$ cat src/pmcc_params.svh
// pmcc_params.svh: register offsets, field positions, reset values and
// timing counts for the clock controller.
// assumes: included by bare name from the package only; the modules see its macros without an include.
// Summary of operation
// - count main clocks over sixteen slow periods
// - valid flag only when oscillator on, count ready
// - divider zero stops, one bypasses, else divides
// - pll write restarts settle count, then lock
// - multiplier zero disables pll, else times plus one; modelled as one tick per divided tick
// - usb divider one, two, four; eleven reserved
// - source slow, main, pll; ten reserved
// - master prescaler powers of two, seven reserved
// - three outputs with own source and prescaler
// - enable register ones set enable bits
// - disable register ones clear enable bits
// - oscillator stable flag follows oscillator
// - lock flag shows pll locked
// - master ready flag shows master clock ready
// - each output ready flag shows its readiness
// - mask view reads zero enabled, one disabled
`ifndef PMCC_PARAMS_SVH
`define PMCC_PARAMS_SVH
`define PMCC_OFS_OSC_CTRL 12'h020
`define PMCC_OFS_MEASURE 12'h024
`define PMCC_OFS_PLL 12'h02C
`define PMCC_OFS_MCK 12'h030
`define PMCC_OFS_PCK0 12'h040
`define PMCC_OFS_PCK1 12'h044
`define PMCC_OFS_PCK2 12'h048
`define PMCC_OFS_IER 12'h060
`define PMCC_OFS_IDR 12'h064
`define PMCC_OFS_SR 12'h068
`define PMCC_OFS_IMR 12'h06C
`define PMCC_OFS_IRQ_CLR 12'h070
`define PMCC_OFS_IRQ_STAT 12'h074
// status bit positions
`define PMCC_BIT_OSC 0
`define PMCC_BIT_LOCK 2
`define PMCC_BIT_MRDY 3
`define PMCC_BIT_PRDY0 8
`define PMCC_STAT_MASK 32'h0000070D
// pll register fields
`define PMCC_PLL_DIV_LSB 0
`define PMCC_PLL_CNT_LSB 8
`define PMCC_PLL_RANGE_LSB 14
`define PMCC_PLL_MUL_LSB 16
`define PMCC_PLL_USB_LSB 28
`define PMCC_PLL_MASK 32'h37FFFFFF
`define PMCC_CLK_MASK 32'h0000001F
`define PMCC_MEAS_VALID_BIT 16
`define PMCC_MEAS_WINDOW 5'h10
`define PMCC_MCK_RESET 32'h00000001
`define PMCC_PLL_RESET 32'h00003F00
`endif

$ cat src/pmcc_pkg.sv
// pmcc_pkg.sv: types shared by the clock controller modules.
// assumes: pmcc_params.svh is on the include path.
package pmcc_pkg;
  `include "pmcc_params.svh"
  typedef enum logic [1:0] {
    PMCC_SRC_SLOW,
    PMCC_SRC_MAIN,
    PMCC_SRC_RSVD,
    PMCC_SRC_PLL
  } pmcc_src_t;
  typedef enum {PMCC_M_IDLE, PMCC_M_ARM, PMCC_M_COUNT} pmcc_meas_t;
endpackage

$ cat src/pmcc_clk_div.sv
// pmcc_clk_div.sv: one clock output path, source select plus power of
// two prescaler, producing a clock enable pulse and a ready level.
// assumes: source ticks are one-cycle pulses in the CLK domain.
`timescale 1ns/1ps
module pmcc_clk_div #(
  parameter int CW = 7
) (
  input wire logic CLK,
  input wire logic RST_N,
  input wire logic [1:0] SRC_SEL,
  input wire logic [2:0] CLOCK_PRESCALER_SEL,
  input wire logic SLOW_TICK,
  input wire logic MAIN_TICK,
  input wire logic PLL_TICK,
  output logic CLK_TICK,
  output logic READY
);
  import pmcc_pkg::*;
  initial begin
    if (CW < 7) $error("prescaler needs at least 7 bits");
  end
  logic [CW-1:0] cnt, next_cnt;
  logic [1:0] last_src, next_last_src;
  logic [2:0] last_clock_prescaler, next_last_clock_prescaler;
  logic tick, next_tick, rdy, next_rdy;
  logic src_tick;
  logic [CW-1:0] limit;
  //////////////////////////////////////////////////////////////////////
  // source select; reserved code gives no clock
  always_comb begin
    case (pmcc_src_t'(SRC_SEL))
      PMCC_SRC_SLOW: src_tick = SLOW_TICK;
      PMCC_SRC_MAIN: src_tick = MAIN_TICK;
      PMCC_SRC_PLL: src_tick = PLL_TICK;
      default: src_tick = 1'b0;
    endcase
    limit = (CLOCK_PRESCALER_SEL == 3'h7) ? '0 :
      CW'((7'h01 << CLOCK_PRESCALER_SEL) - 7'h01);
  end
  // count source ticks; ready drops while a new setting takes effect
  always_comb begin
    next_cnt = cnt;
    next_tick = 1'b0;
    next_rdy = rdy;
    next_last_src = SRC_SEL;
    next_last_clock_prescaler = CLOCK_PRESCALER_SEL;
    if (SRC_SEL != last_src || CLOCK_PRESCALER_SEL != last_clock_prescaler) begin
      next_cnt = '0;
      next_rdy = 1'b0;
    end else if (src_tick && CLOCK_PRESCALER_SEL != 3'h7) begin
      if (cnt >= limit) begin
        next_cnt = '0;
        next_tick = 1'b1;
        next_rdy = 1'b1;
      end else begin
        next_cnt = cnt + CW'(1);
      end
    end
  end
  always_ff @(posedge CLK or negedge RST_N) begin
    if (!RST_N) begin
      cnt <= '0;
      tick <= 1'b0;
      rdy <= 1'b0;
      last_src <= 2'h0;
      last_clock_prescaler <= 3'h0;
    end else begin
      cnt <= next_cnt;
      tick <= next_tick;
      rdy <= next_rdy;
      last_src <= next_last_src;
      last_clock_prescaler <= next_last_clock_prescaler;
    end
  end
  assign CLK_TICK = tick;
  assign READY = rdy;
endmodule

$ cat src/pmcc_top.sv
// pmcc_top.sv: clock controller register block on AHB-Lite with
// measurement, pll settle timing, master and three programmable clocks.
// assumes: slow and main clocks arrive as one-cycle tick pulses in CLK;
// the pll model is a tick generator derived from the divided input.
//
// The register offsets and register access over AHB-Lite were left to the implementer.
`timescale 1ns/1ps
module pmcc_top #(
  parameter int NPCK = 3,
  parameter int CNTW = 16
) (
  input wire logic CLK,
  input wire logic RST_N,
  input wire logic HSEL,
  input wire logic [31:0] HADDR,
  input wire logic [1:0] HTRANS,
  input wire logic HWRITE,
  input wire logic [2:0] HSIZE,
  input wire logic [31:0] HWDATA,
  input wire logic HREADY,
  output logic [31:0] HRDATA,
  output logic HREADYOUT,
  output logic HRESP,
  input wire logic SLOW_TICK,
  input wire logic MAIN_TICK,
  input wire logic OSC_STABLE,
  output logic MCK_TICK,
  output logic [NPCK-1:0] PCK_TICK,
  output logic USB_TICK,
  output logic PLL_ON,
  output logic IRQ
);
  import pmcc_pkg::*;
  initial begin
    if (NPCK != 3) $error("status layout holds exactly three outputs");
    if (CNTW < 16) $error("count field needs 16 bits");
  end
  //////////////////////////////////////////////////////////////////////
  // register state
  logic [1:0] osc_ctrl, next_osc_ctrl;
  logic [31:0] pll_config, next_pll_config;
  logic [31:0] master_clock_select, next_master_clock_select;
  logic [31:0] prog_clock_config [NPCK];
  logic [31:0] next_prog_clock_config [NPCK];
  logic [31:0] irq_en, next_irq_en;
  logic [31:0] irq_stat, next_irq_stat;
  logic [31:0] clock_status;
  logic [31:0] last_status, next_last_status;
  // bus pipeline
  logic wr_pend, next_wr_pend;
  logic [11:0] wr_addr, next_wr_addr;
  logic [31:0] rdata, next_rdata;
  logic [11:0] a;
  logic wr_fire;
  // measurement
  pmcc_meas_t m_state, next_m_state;
  logic [4:0] m_slow, next_m_slow;
  logic [CNTW-1:0] m_count, next_m_count;
  logic [CNTW-1:0] main_cycle_count, next_main_cycle_count;
  logic measure_valid, next_measure_valid;
  // pll
  logic [5:0] pll_settle_left, next_pll_settle_left;
  logic pll_lock, next_pll_lock;
  logic [7:0] div_cnt, next_div_cnt;
  logic div_tick, next_div_tick;
  logic [10:0] mul_cnt, next_mul_cnt;
  logic pll_tick;
  logic [1:0] usb_cnt, next_usb_cnt;
  logic usb_tick, next_usb_tick;
  logic mck_ready;
  logic [NPCK-1:0] pck_ready;
  logic osc_on;
  //////////////////////////////////////////////////////////////////////
  // field extraction helpers
  function automatic logic [7:0] f_div(input logic [31:0] r);
    f_div = r[`PMCC_PLL_DIV_LSB +: 8];
  endfunction
  function automatic logic [10:0] f_mul(input logic [31:0] r);
    f_mul = r[`PMCC_PLL_MUL_LSB +: 11];
  endfunction
  function automatic logic [31:0] wmask(input logic [31:0] d);
    wmask = d & `PMCC_STAT_MASK;
  endfunction
  //////////////////////////////////////////////////////////////////////
  // AHB-Lite slave: zero wait states, always OKAY; writes land at the
  // data phase edge, reads are captured at the address phase
  assign a = HADDR[11:0];
  assign wr_fire = wr_pend;
  assign HREADYOUT = 1'b1;
  assign HRESP = 1'b0;
  assign HRDATA = rdata;
  always_comb begin
    next_wr_pend = HSEL && HREADY && HTRANS[1] && HWRITE;
    next_wr_addr = a;
    next_rdata = rdata;
    if (HSEL && HREADY && HTRANS[1] && !HWRITE) begin
      case (a)
        `PMCC_OFS_OSC_CTRL: next_rdata = {30'h0, osc_ctrl};
        `PMCC_OFS_MEASURE:
          next_rdata = {15'h0, measure_valid, main_cycle_count[15:0]};
        `PMCC_OFS_PLL: next_rdata = pll_config;
        `PMCC_OFS_MCK: next_rdata = master_clock_select;
        `PMCC_OFS_PCK0: next_rdata = prog_clock_config[0];
        `PMCC_OFS_PCK1: next_rdata = prog_clock_config[1];
        `PMCC_OFS_PCK2: next_rdata = prog_clock_config[2];
        `PMCC_OFS_SR: next_rdata = clock_status;
        `PMCC_OFS_IMR: next_rdata = wmask(~irq_en);
        `PMCC_OFS_IRQ_STAT: next_rdata = irq_stat;
        default: next_rdata = 32'h00000000;
      endcase
    end
  end
  always_ff @(posedge CLK or negedge RST_N) begin
    if (!RST_N) begin
      wr_pend <= 1'b0;
      wr_addr <= 12'h000;
      rdata <= 32'h00000000;
    end else begin
      wr_pend <= next_wr_pend;
      wr_addr <= next_wr_addr;
      rdata <= next_rdata;
    end
  end
  //////////////////////////////////////////////////////////////////////
  // configuration registers and interrupt enable/status
  always_comb begin
    next_osc_ctrl = osc_ctrl;
    next_pll_config = pll_config;
    next_master_clock_select = master_clock_select;
    for (int i = 0; i < NPCK; i++) begin
      next_prog_clock_config[i] = prog_clock_config[i];
    end
    next_irq_en = irq_en;
    next_last_status = clock_status;
    // rising edges of status set sticky bits; set beats clear
    next_irq_stat = irq_stat;
    if (wr_fire && wr_addr == `PMCC_OFS_IRQ_CLR) begin
      next_irq_stat = irq_stat & ~wmask(HWDATA);
    end
    next_irq_stat = next_irq_stat | (clock_status & ~last_status);
    if (wr_fire) begin
      case (wr_addr)
        `PMCC_OFS_OSC_CTRL: next_osc_ctrl = HWDATA[1:0];
        `PMCC_OFS_PLL: next_pll_config = HWDATA & `PMCC_PLL_MASK;
        `PMCC_OFS_MCK: next_master_clock_select = HWDATA & `PMCC_CLK_MASK;
        `PMCC_OFS_PCK0: next_prog_clock_config[0] = HWDATA & `PMCC_CLK_MASK;
        `PMCC_OFS_PCK1: next_prog_clock_config[1] = HWDATA & `PMCC_CLK_MASK;
        `PMCC_OFS_PCK2: next_prog_clock_config[2] = HWDATA & `PMCC_CLK_MASK;
        `PMCC_OFS_IER: next_irq_en = irq_en | wmask(HWDATA);
        `PMCC_OFS_IDR: next_irq_en = irq_en & ~wmask(HWDATA);
        default: next_irq_en = irq_en;
      endcase
    end
  end
  always_ff @(posedge CLK or negedge RST_N) begin
    if (!RST_N) begin
      osc_ctrl <= 2'h0;
      pll_config <= `PMCC_PLL_RESET;
      master_clock_select <= `PMCC_MCK_RESET;
      for (int i = 0; i < NPCK; i++) begin
        prog_clock_config[i] <= 32'h00000000;
      end
      irq_en <= 32'h00000000;
      irq_stat <= 32'h00000000;
      last_status <= 32'h00000000;
    end else begin
      osc_ctrl <= next_osc_ctrl;
      pll_config <= next_pll_config;
      master_clock_select <= next_master_clock_select;
      prog_clock_config <= next_prog_clock_config;
      irq_en <= next_irq_en;
      irq_stat <= next_irq_stat;
      last_status <= next_last_status;
    end
  end
  // level interrupt: enabled sticky event bits
  assign IRQ = |(irq_stat & irq_en);
  //////////////////////////////////////////////////////////////////////
  // status assembly; bypass counts as stable without waiting
  assign osc_on = osc_ctrl[0] | osc_ctrl[1];
  always_comb begin
    clock_status = 32'h00000000;
    clock_status[`PMCC_BIT_OSC] = osc_ctrl[1] | (osc_ctrl[0] & OSC_STABLE);
    clock_status[`PMCC_BIT_LOCK] = pll_lock;
    clock_status[`PMCC_BIT_MRDY] = mck_ready;
    clock_status[`PMCC_BIT_PRDY0 +: 3] = pck_ready;
  end
  //////////////////////////////////////////////////////////////////////
  // frequency measurement: align to a slow tick, then count main ticks
  // over sixteen slow periods and keep re-measuring while on
  always_comb begin
    next_m_state = m_state;
    next_m_slow = m_slow;
    next_m_count = m_count;
    next_main_cycle_count = main_cycle_count;
    next_measure_valid = measure_valid;
    case (m_state)
      PMCC_M_IDLE: begin
        if (osc_on) next_m_state = PMCC_M_ARM;
      end
      PMCC_M_ARM: begin
        if (SLOW_TICK) begin
          next_m_state = PMCC_M_COUNT;
          next_m_slow = 5'h00;
          next_m_count = '0;
        end
      end
      PMCC_M_COUNT: begin
        if (MAIN_TICK) next_m_count = m_count + CNTW'(1);
        if (SLOW_TICK) begin
          next_m_slow = m_slow + 5'h01;
          if (m_slow + 5'h01 == `PMCC_MEAS_WINDOW) begin
            next_main_cycle_count = next_m_count;
            next_measure_valid = 1'b1;
            next_m_state = PMCC_M_ARM;
          end
        end
      end
      default: next_m_state = PMCC_M_IDLE;
    endcase
    if (!osc_on) begin
      next_m_state = PMCC_M_IDLE;
      next_measure_valid = 1'b0;
    end
  end
  always_ff @(posedge CLK or negedge RST_N) begin
    if (!RST_N) begin
      m_state <= PMCC_M_IDLE;
      m_slow <= 5'h00;
      m_count <= '0;
      main_cycle_count <= '0;
      measure_valid <= 1'b0;
    end else begin
      m_state <= next_m_state;
      m_slow <= next_m_slow;
      m_count <= next_m_count;
      main_cycle_count <= next_main_cycle_count;
      measure_valid <= next_measure_valid;
    end
  end
  //////////////////////////////////////////////////////////////////////
  // pll: divider, settle counter, multiplier tick model, usb divider;
  // the multiplied clock is modelled as a tick every divided input
  // tick because a synchronous design cannot run faster than CLK
  assign PLL_ON = f_mul(pll_config) != 11'h000;
  assign pll_tick = PLL_ON && pll_lock && div_tick;
  always_comb begin
    next_div_cnt = div_cnt;
    next_div_tick = 1'b0;
    next_pll_settle_left = pll_settle_left;
    next_pll_lock = pll_lock;
    next_mul_cnt = f_mul(pll_config);
    next_usb_cnt = usb_cnt;
    next_usb_tick = 1'b0;
    // input divider from the main clock
    if (MAIN_TICK) begin
      case (f_div(pll_config))
        8'h00: next_div_tick = 1'b0;
        8'h01: next_div_tick = 1'b1;
        default: begin
          if (div_cnt + 8'h01 >= f_div(pll_config)) begin
            next_div_cnt = 8'h00;
            next_div_tick = 1'b1;
          end else begin
            next_div_cnt = div_cnt + 8'h01;
          end
        end
      endcase
    end
    // any pll register write restarts the settle count in slow clocks
    if (wr_fire && wr_addr == `PMCC_OFS_PLL) begin
      next_pll_settle_left = HWDATA[`PMCC_PLL_CNT_LSB +: 6];
      next_pll_lock = 1'b0;
      next_div_cnt = 8'h00;
    end else if (!pll_lock && SLOW_TICK) begin
      if (pll_settle_left == 6'h00) next_pll_lock = 1'b1;
      else next_pll_settle_left = pll_settle_left - 6'h01;
    end
    // usb divider: 1, 2, 4; reserved code stops the clock
    if (pll_tick) begin
      next_usb_cnt = usb_cnt + 2'h1;
      case (pll_config[`PMCC_PLL_USB_LSB +: 2])
        2'h0: next_usb_tick = 1'b1;
        2'h1: next_usb_tick = usb_cnt[0];
        2'h2: next_usb_tick = (usb_cnt == 2'h3);
        default: next_usb_tick = 1'b0;
      endcase
    end
  end
  always_ff @(posedge CLK or negedge RST_N) begin
    if (!RST_N) begin
      div_cnt <= 8'h00;
      div_tick <= 1'b0;
      pll_settle_left <= 6'h00;
      pll_lock <= 1'b0;
      mul_cnt <= 11'h000;
      usb_cnt <= 2'h0;
      usb_tick <= 1'b0;
    end else begin
      div_cnt <= next_div_cnt;
      div_tick <= next_div_tick;
      pll_settle_left <= next_pll_settle_left;
      pll_lock <= next_pll_lock;
      mul_cnt <= next_mul_cnt;
      usb_cnt <= next_usb_cnt;
      usb_tick <= next_usb_tick;
    end
  end
  assign USB_TICK = usb_tick;
  //////////////////////////////////////////////////////////////////////
  // master clock and programmable outputs share one divider module
  pmcc_clk_div #(.CW(7)) u_mck (
    .CLK(CLK),
    .RST_N(RST_N),
    .SRC_SEL(master_clock_select[1:0]),
    .CLOCK_PRESCALER_SEL(master_clock_select[4:2]),
    .SLOW_TICK(SLOW_TICK),
    .MAIN_TICK(MAIN_TICK),
    .PLL_TICK(pll_tick),
    .CLK_TICK(MCK_TICK),
    .READY(mck_ready)
  );
  for (genvar g = 0; g < NPCK; g++) begin : g_pck
    pmcc_clk_div #(.CW(7)) u_pck (
      .CLK(CLK),
      .RST_N(RST_N),
      .SRC_SEL(prog_clock_config[g][1:0]),
      .CLOCK_PRESCALER_SEL(prog_clock_config[g][4:2]),
      .SLOW_TICK(SLOW_TICK),
      .MAIN_TICK(MAIN_TICK),
      .PLL_TICK(pll_tick),
      .CLK_TICK(PCK_TICK[g]),
      .READY(pck_ready[g])
    );
  end
endmodule

$ cat config.mk
export PLATFORM = sky130hd
export DESIGN_NAME = pmcc_top
export DESIGN_NICKNAME = d
export VERILOG_FILES = /design/src/pmcc_pkg.sv /design/src/pmcc_clk_div.sv /design/src/pmcc_top.sv
export VERILOG_INCLUDE_DIRS = /design/src /design/src/src
export SDC_FILE = /design/constraint.sdc
export NUM_CORES = 1
export LEC_CHECK = 0
export BUFFER_PORTS_ARGS = -buffer_cell sky130_fd_sc_hd__buf_2
export CORE_MARGIN = 4
export CORE_UTILIZATION = 64
export CTS_BUF_LIST = sky130_fd_sc_hd__clkbuf_8 sky130_fd_sc_hd__clkbuf_16
export DETAILED_ROUTE_END_ITERATION = 12
export PLACE_DENSITY = 0.85
export SYNTH_ARGS = -nofsm -noshare
export SYNTH_HDL_FRONTEND = slang
export SYNTH_HIERARCHICAL = 1
export SYNTH_SLANG_ARGS = --single-unit
$ cat constraint.sdc
create_clock -name CLK -period 4.3 [get_ports CLK]
set_input_delay 0.43 -clock CLK [delete_from_list [all_inputs] [get_ports CLK]]
set_output_delay 0.43 -clock CLK [all_outputs]
set_load 0.01 [all_outputs]
Yosys cells after proc, flatten, opt, wreduce, memory -nomap -nowiden:

Cells that the tools add are included.

* register bits after elaboration: 311
* input port bits: 77
* output and inout port bits: 41
* word-level logic and storage cells: 276

* add/sub/neg operators: 13
* magnitude comparators: 5
* eq/ne operators: 60
* shifts and indexed selects: 4
* muxes and demuxes: 77
* bitwise operators: 12
* reduce and logical (&&, ||, !) cells: 62

Operators with widths (count)
* $pmux 32 s10: 1
* $mux 32: 5
* $eq 12x7->1 const B: 12
* $mux 7: 16
* $and 32x32->32: 3
* $pmux 32 s3: 1
* $eq 12x6->1 const B: 7
* $not 11->32: 2
* $pmux 32 s2: 1
* $mux 1: 34
* $and 11x32->32: 1
* $eq 32x1->1 const B: 1
* $eq 32x2->1 const B: 1
* $logic_not 32->1: 1
* $mux 16: 2
* $mux 8: 4
* $or 32x11->32: 1
* $or 32x32->32: 1
* $pmux 16 s2: 1
* $reduce_or 32->1: 1
* $reduce_and 2->1: 15
* $add 7x1->7 const B: 4
* $ge 7x7->1: 4
* $shl 1x3->7 const A: 4
* other kinds (35): 110

Longest topological paths before layout:

* depth after elaboration: 7
* mapped depth: 15
* mapped depth without buffers: 13

Cells and area by module:

The synthesis kept the hierarchy.

By module, submodules not included
* pmcc_top: times used 1, cells each 850, area an instance 8132.8 um2, sequential area each 4262.8 um2
* pmcc_clk_div (g_pck[0].u_pck ...): times used 3, cells each 114, area an instance 967.2 um2, sequential area each 350.3 um2
* pmcc_clk_div (u_mck): times used 1, cells each 114, area an instance 969.7 um2, sequential area each 350.3 um2

Least setup slack after synthesis:

OpenSTA, ideal clock, no wires.

* kind: register to register
* start: register master_clock_select[4]
* end: register u_mck.rdy (netlist: u_mck/READY)
* library setup time: 119 ps
* arrival time: 2472 ps
* data required time: 4181 ps
* setup slack: 1710 ps
* cell stages (with the launch flop): 14
* buffers on the path: 2
* period minus slack after synthesis: 2590 ps
* cells stage by stage: dfrtp_1 -> buf_2 -> or3_1 -> ha_1 -> nor2_1 -> nand2_1 -> a21oi_1 -> a21oi_1 -> ha_1 -> a211o_1 -> a21oi_2 -> buf_6 -> nor2_1 -> o21a_1

* longest elaborated chain between the ends: 6
* elaborated cells between the ends (all ways): 13
* those cells by class: add/sub: 1; order compare: 1; eq/ne: 3; shift: 1; mux: 2; reduce/logical: 5

Ends and longest elaborated chain
* start, declared: line pmcc_top.sv:42 `logic [31:0] master_clock_select, next_master_clock_select;`
* start signal, assigned: line pmcc_top.sv:159 `` master_clock_select <= `PMCC_MCK_RESET; ``
* start signal, assigned: line pmcc_top.sv:169 `master_clock_select <= next_master_clock_select;`
* $shl 1x3->7: line pmcc_clk_div.sv:38 `CW'((7'h01 << CLOCK_PRESCALER_SEL) - 7'h01);`
* $sub 7x1->7: line pmcc_clk_div.sv:38
* $mux 7: line pmcc_clk_div.sv:37 `limit = (CLOCK_PRESCALER_SEL == 3'h7) ? '0 :`
* $ge 7x7->1: line pmcc_clk_div.sv:51 `if (cnt >= limit) begin`
* $reduce_bool 2->1 (no source line)
* $reduce_and 2->1 (no source line)
* end signal, assigned: line pmcc_clk_div.sv:70 `rdy <= next_rdy;`
* end, declared: line pmcc_clk_div.sv:25 `logic tick, next_tick, rdy, next_rdy;`

Several ways; a longest one is shown, not always the timed one.
A chain may end at the register's enable or synchronous reset.

Final worst setup path:

* start: register prog_clock_config[67] (netlist bit)
* end: register g_pck[0].u_pck.cnt[2]

* longest elaborated chain between the ends: 7
* elaborated cells between the ends (all ways): 13
* those cells by class: add/sub: 1; order compare: 1; eq/ne: 3; shift: 1; mux: 4; reduce/logical: 3

Ends and longest elaborated chain
* start, declared: line pmcc_top.sv:43 `logic [31:0] prog_clock_config [NPCK];`
* start signal, assigned: line pmcc_top.sv:170 `prog_clock_config <= next_prog_clock_config;`
* $shl 1x3->7: line pmcc_clk_div.sv:38
* $sub 7x1->7: line pmcc_clk_div.sv:38
* $mux 7: line pmcc_clk_div.sv:37
* $ge 7x7->1: line pmcc_clk_div.sv:51
* $mux 7: line pmcc_clk_div.sv:51
* $mux 7: line pmcc_clk_div.sv:50 `end else if (src_tick && CLOCK_PRESCALER_SEL != 3'h7) begin`
* $mux 7: line pmcc_clk_div.sv:47 `if (SRC_SEL != last_src || CLOCK_PRESCALER_SEL != last_clock_prescaler) begin`
* end signal, assigned: line pmcc_clk_div.sv:68 `cnt <= next_cnt;`
* end, declared: line pmcc_clk_div.sv:22 `logic [CW-1:0] cnt, next_cnt;`

Several ways; a longest one is shown, not always the timed one. The select of a mux whose other input is x is not followed.

==> run metrics <==
Compound-Gate Fraction of Synth Area 13.32%; Worst Clk Skew 14.37 ps; simple-gate share of the synthesized area 22.51%; EDFF count, synth 0; ranking of synthesized cells by area dfrtp_1 46%, nand2_1 7.8%, ha_1 5.1%; DRC 0; 1st-iter DRT viols 807; Synth top area share 45.65%; Req. time, crit path 4700 ps; initial antenna violation count 0; final worst-path cycle share 72.13%; layout net count 1478; number of buffers created by CTS 23; Post-CTS Hold Buffers 0; CTS Sinks 226; Seq cells post-synth 226; # H-tree levels 1; CP endpoint kind register; post-synthesis mux area share 3.877%; critical path type reg2reg; final slew viol count 0; CP startpoint kind register; r2r endpoint g_pck[0].u_pck/cnt[2]; adder-cell share of the synthesized area 5.107%; Synth Cell Area 12000 um2; status complete, no violations; area growth from synthesis to layout 9.954%; die width 145.0 um; starting density of the core 65.92%; global-route wire length before repair 48.17 mm; area leader, netlist dfrtp_1; ant diodes 0; commonest non-fill, non-tap cell in the layout nand2_1; 1st-pass router iterations 5; Worst Path Max Fanout 14; Routed WL 28.66 mm; CP arrival 3500 ps; HP Class in2async; Final GP Congestion 0.9179; placed inst area 12400 um2; TritonCTS clock tree built; fmax 322.4 MHz; via count 9841; Relative slew margins 19.96%; core region area 18210 um2; Design Area, Final 13200 um2; share of cells above drive strength 1 13.15%; fraction of registers with async set/reset 100.0%; Max-cap violations 0; Synth Flop Type dfrtp_1; final setup fails 0; synth warn 6; most frequent cells in the layout 249 x nand2_1, 219 x dfrtp_1, 91 x a21oi_1; DP Wirelength 19.58 mm; RSZ-0062 raised after global routing false; Least-Margin Pin Slew 1199 ps; cell count after synthesis 1306; crit path capture g_pck[0].u_pck/cnt[2]; Final Util 72.49%; Cell Rows 49; total track usage 27.27%; Via density 6.158; maximum vdd drop 0.0003822 V; R2R Path Start prog_clock_config[67]; P_leak 0.006055 uW; vias in the first global route 9630; largest net degree at the start of global routing 125; Synth cell types 68; PD cells 382.0 nW/um2; drt wl/cell 17.93 um; Worst Setup SP prog_clock_config[67]; R2R setup slack 1200 ps; IO Port Bufs 85; R2R depth 12; post-detailed-route count of antenna-violating nets 0; XOR/XNOR Fraction of Synth Area 3.648%; grt ovf 0; Max clock buf depth 3; # IOs 118; Final Hold Vio Count 0; full die area 21010 um2; Mean Syn Cell Area 9.191 um2; CTS resizes 0; Final min period 3102 ps; largest family of logic cells by synthesized area simple AND/OR/NAND/NOR gates; die height 145.0 um; setup TNS 0 ps; worst skew pair latency 520 ps; post-synthesis sequential area ratio 47.19%; Setup Buffers After CTS 0; Reg clk slew, reported paths 60 ps; CTS root buffer clkbuf_16
[cell type report]
| type | instances | area, um2 |
|---|---|---|
| fill | 1309 | 5010 |
| clock inverter | 15 | 167.7 |
| inverter | 32 | 120.1 |
| multi-input combinational | 979 | 5844 |
| clock buffer | 27 | 630.6 |
| sequential | 226 | 5664 |
| timing repair buffer | 90 | 485.5 |
| tap | 229 | 286.5 |
[state kept, by name, indices dropped and copies added (netlist names), 2 cells and up, named ones only]
register                          count
prog_clock_config                    15
pll_settle_left                       6
g_pck.u_pck/last_clock_prescaler      9
g_pck.u_pck/last_src                  6
irq_stat                              6
u_mck/last_clock_prescaler            3
div_cnt                               8
wr_addr                              12
g_pck.u_pck/READY                     3
u_mck/last_src                        2
g_pck.u_pck/cnt                      21
m_count                              16
usb_cnt                               2
osc_ctrl                              2
m_slow                                5
main_cycle_count                     16
pll_config                           29
last_status                           6
m_state                               2
master_clock_select                   5
g_pck.u_pck/CLK_TICK                  3
HRDATA                               29
u_mck/cnt                             7
[where the power goes]
part,leakage [uW],internal (uW),switching [uW],total (uW)
registers,0.00285,2230,132,2370
clock network,0.000425,1280,820,2100
logic,0.00278,233,343,576
total,0.00605,3750,1300,5040
[Yosys cell counts (5+ instances only)]
| cell type | n |
|---|---|
| nor2b_1 | 16 |
| buf_4 | 9 |
| ha_1 | 49 |
| dfrtp_1 | 219 |
| nor4_1 | 6 |
| mux2_2 | 18 |
| nor3b_1 | 5 |
| dfstp_2 | 7 |
| or3_1 | 6 |
| nand3_1 | 74 |
| inv_1 | 32 |
| a21oi_1 | 91 |
| nand4_1 | 19 |
| xnor2_1 | 40 |
| buf_6 | 8 |
| o22ai_1 | 9 |
| a41oi_1 | 6 |
| o31ai_1 | 5 |
| o21ai_1 | 18 |
| nand2b_1 | 24 |
| clkbuf_1 | 29 |
| xor2_1 | 10 |
| nor3_1 | 24 |
| o21a_1 | 5 |
| o21ai_0 | 57 |
| a31oi_1 | 17 |
| or2_2 | 13 |
| mux2_1 | 10 |
| and3_1 | 8 |
| nor2_1 | 88 |
| a22oi_1 | 15 |
| buf_2 | 24 |
| mux2i_1 | 15 |
| nand2_1 | 249 |
| a22o_1 | 7 |
| and2_1 | 10 |
[metal layers]
| metal | global-route usage (%) | vias up | part of all wire, % |
|---|---|---|---|
| li1 | - | 4648 | - |
| met5 | 0 | - | 0 |
| met3 | 4.365 | 94 | 6.5 |
| met1 | 35.51 | 4722 | 40 |
| met2 | 46.10 | 377 | 49 |
| met4 | 11.02 | 0 | 4.3 |
[logic make-up after synthesis]
group           after synthesis
simple gates                568
compound gates              264
flops                       226
buf+inv                     104
xor+xnor                     50
fa+ha+maj                    49
mux                          43
other cells                   2
[worst min path at each step]
stage                   startpoint                     to  slack [ps]  cells after the start
finish                       RST_N  g_pck[1].u_pck/cnt[3]           9                      1
detailed placement  last_status[0]            irq_stat[0]         420                      1
global route             HADDR[10]            wr_addr[10]          30                      1
global placement    last_status[0]            irq_stat[0]         400                      1
CTS                      HADDR[10]            wr_addr[10]          30                      1
floorplan                    RST_N              HRDATA[0]         130                      0
[critical path, cell delays in order (launching register included)]
cell and delay [ps]:
dfrtp_1 550, or3_1 400, ha_1 270, nor2_1 120, nand2_1 60, a21oi_1 150
a21oi_1 60, ha_1 280, nor2_1 100, nor3_1 60, a21oi_2 480, a31oi_1 160
a311oi_1 300
[through the flow]
stage	setup slack, ps	hold slack (ps)	instances	total power, uW
after floorplan	1710	134.4	1309	2781
after global placement	1351	399.8	1556	2942
after detailed placement	1242	422.9	1556	2970
after CTS	1243	27.02	1598	5063
final	1198	9.499	1598	5042
after global routing	975.2	30.60	1598	5246
Power figures use the tool's default switching activity.
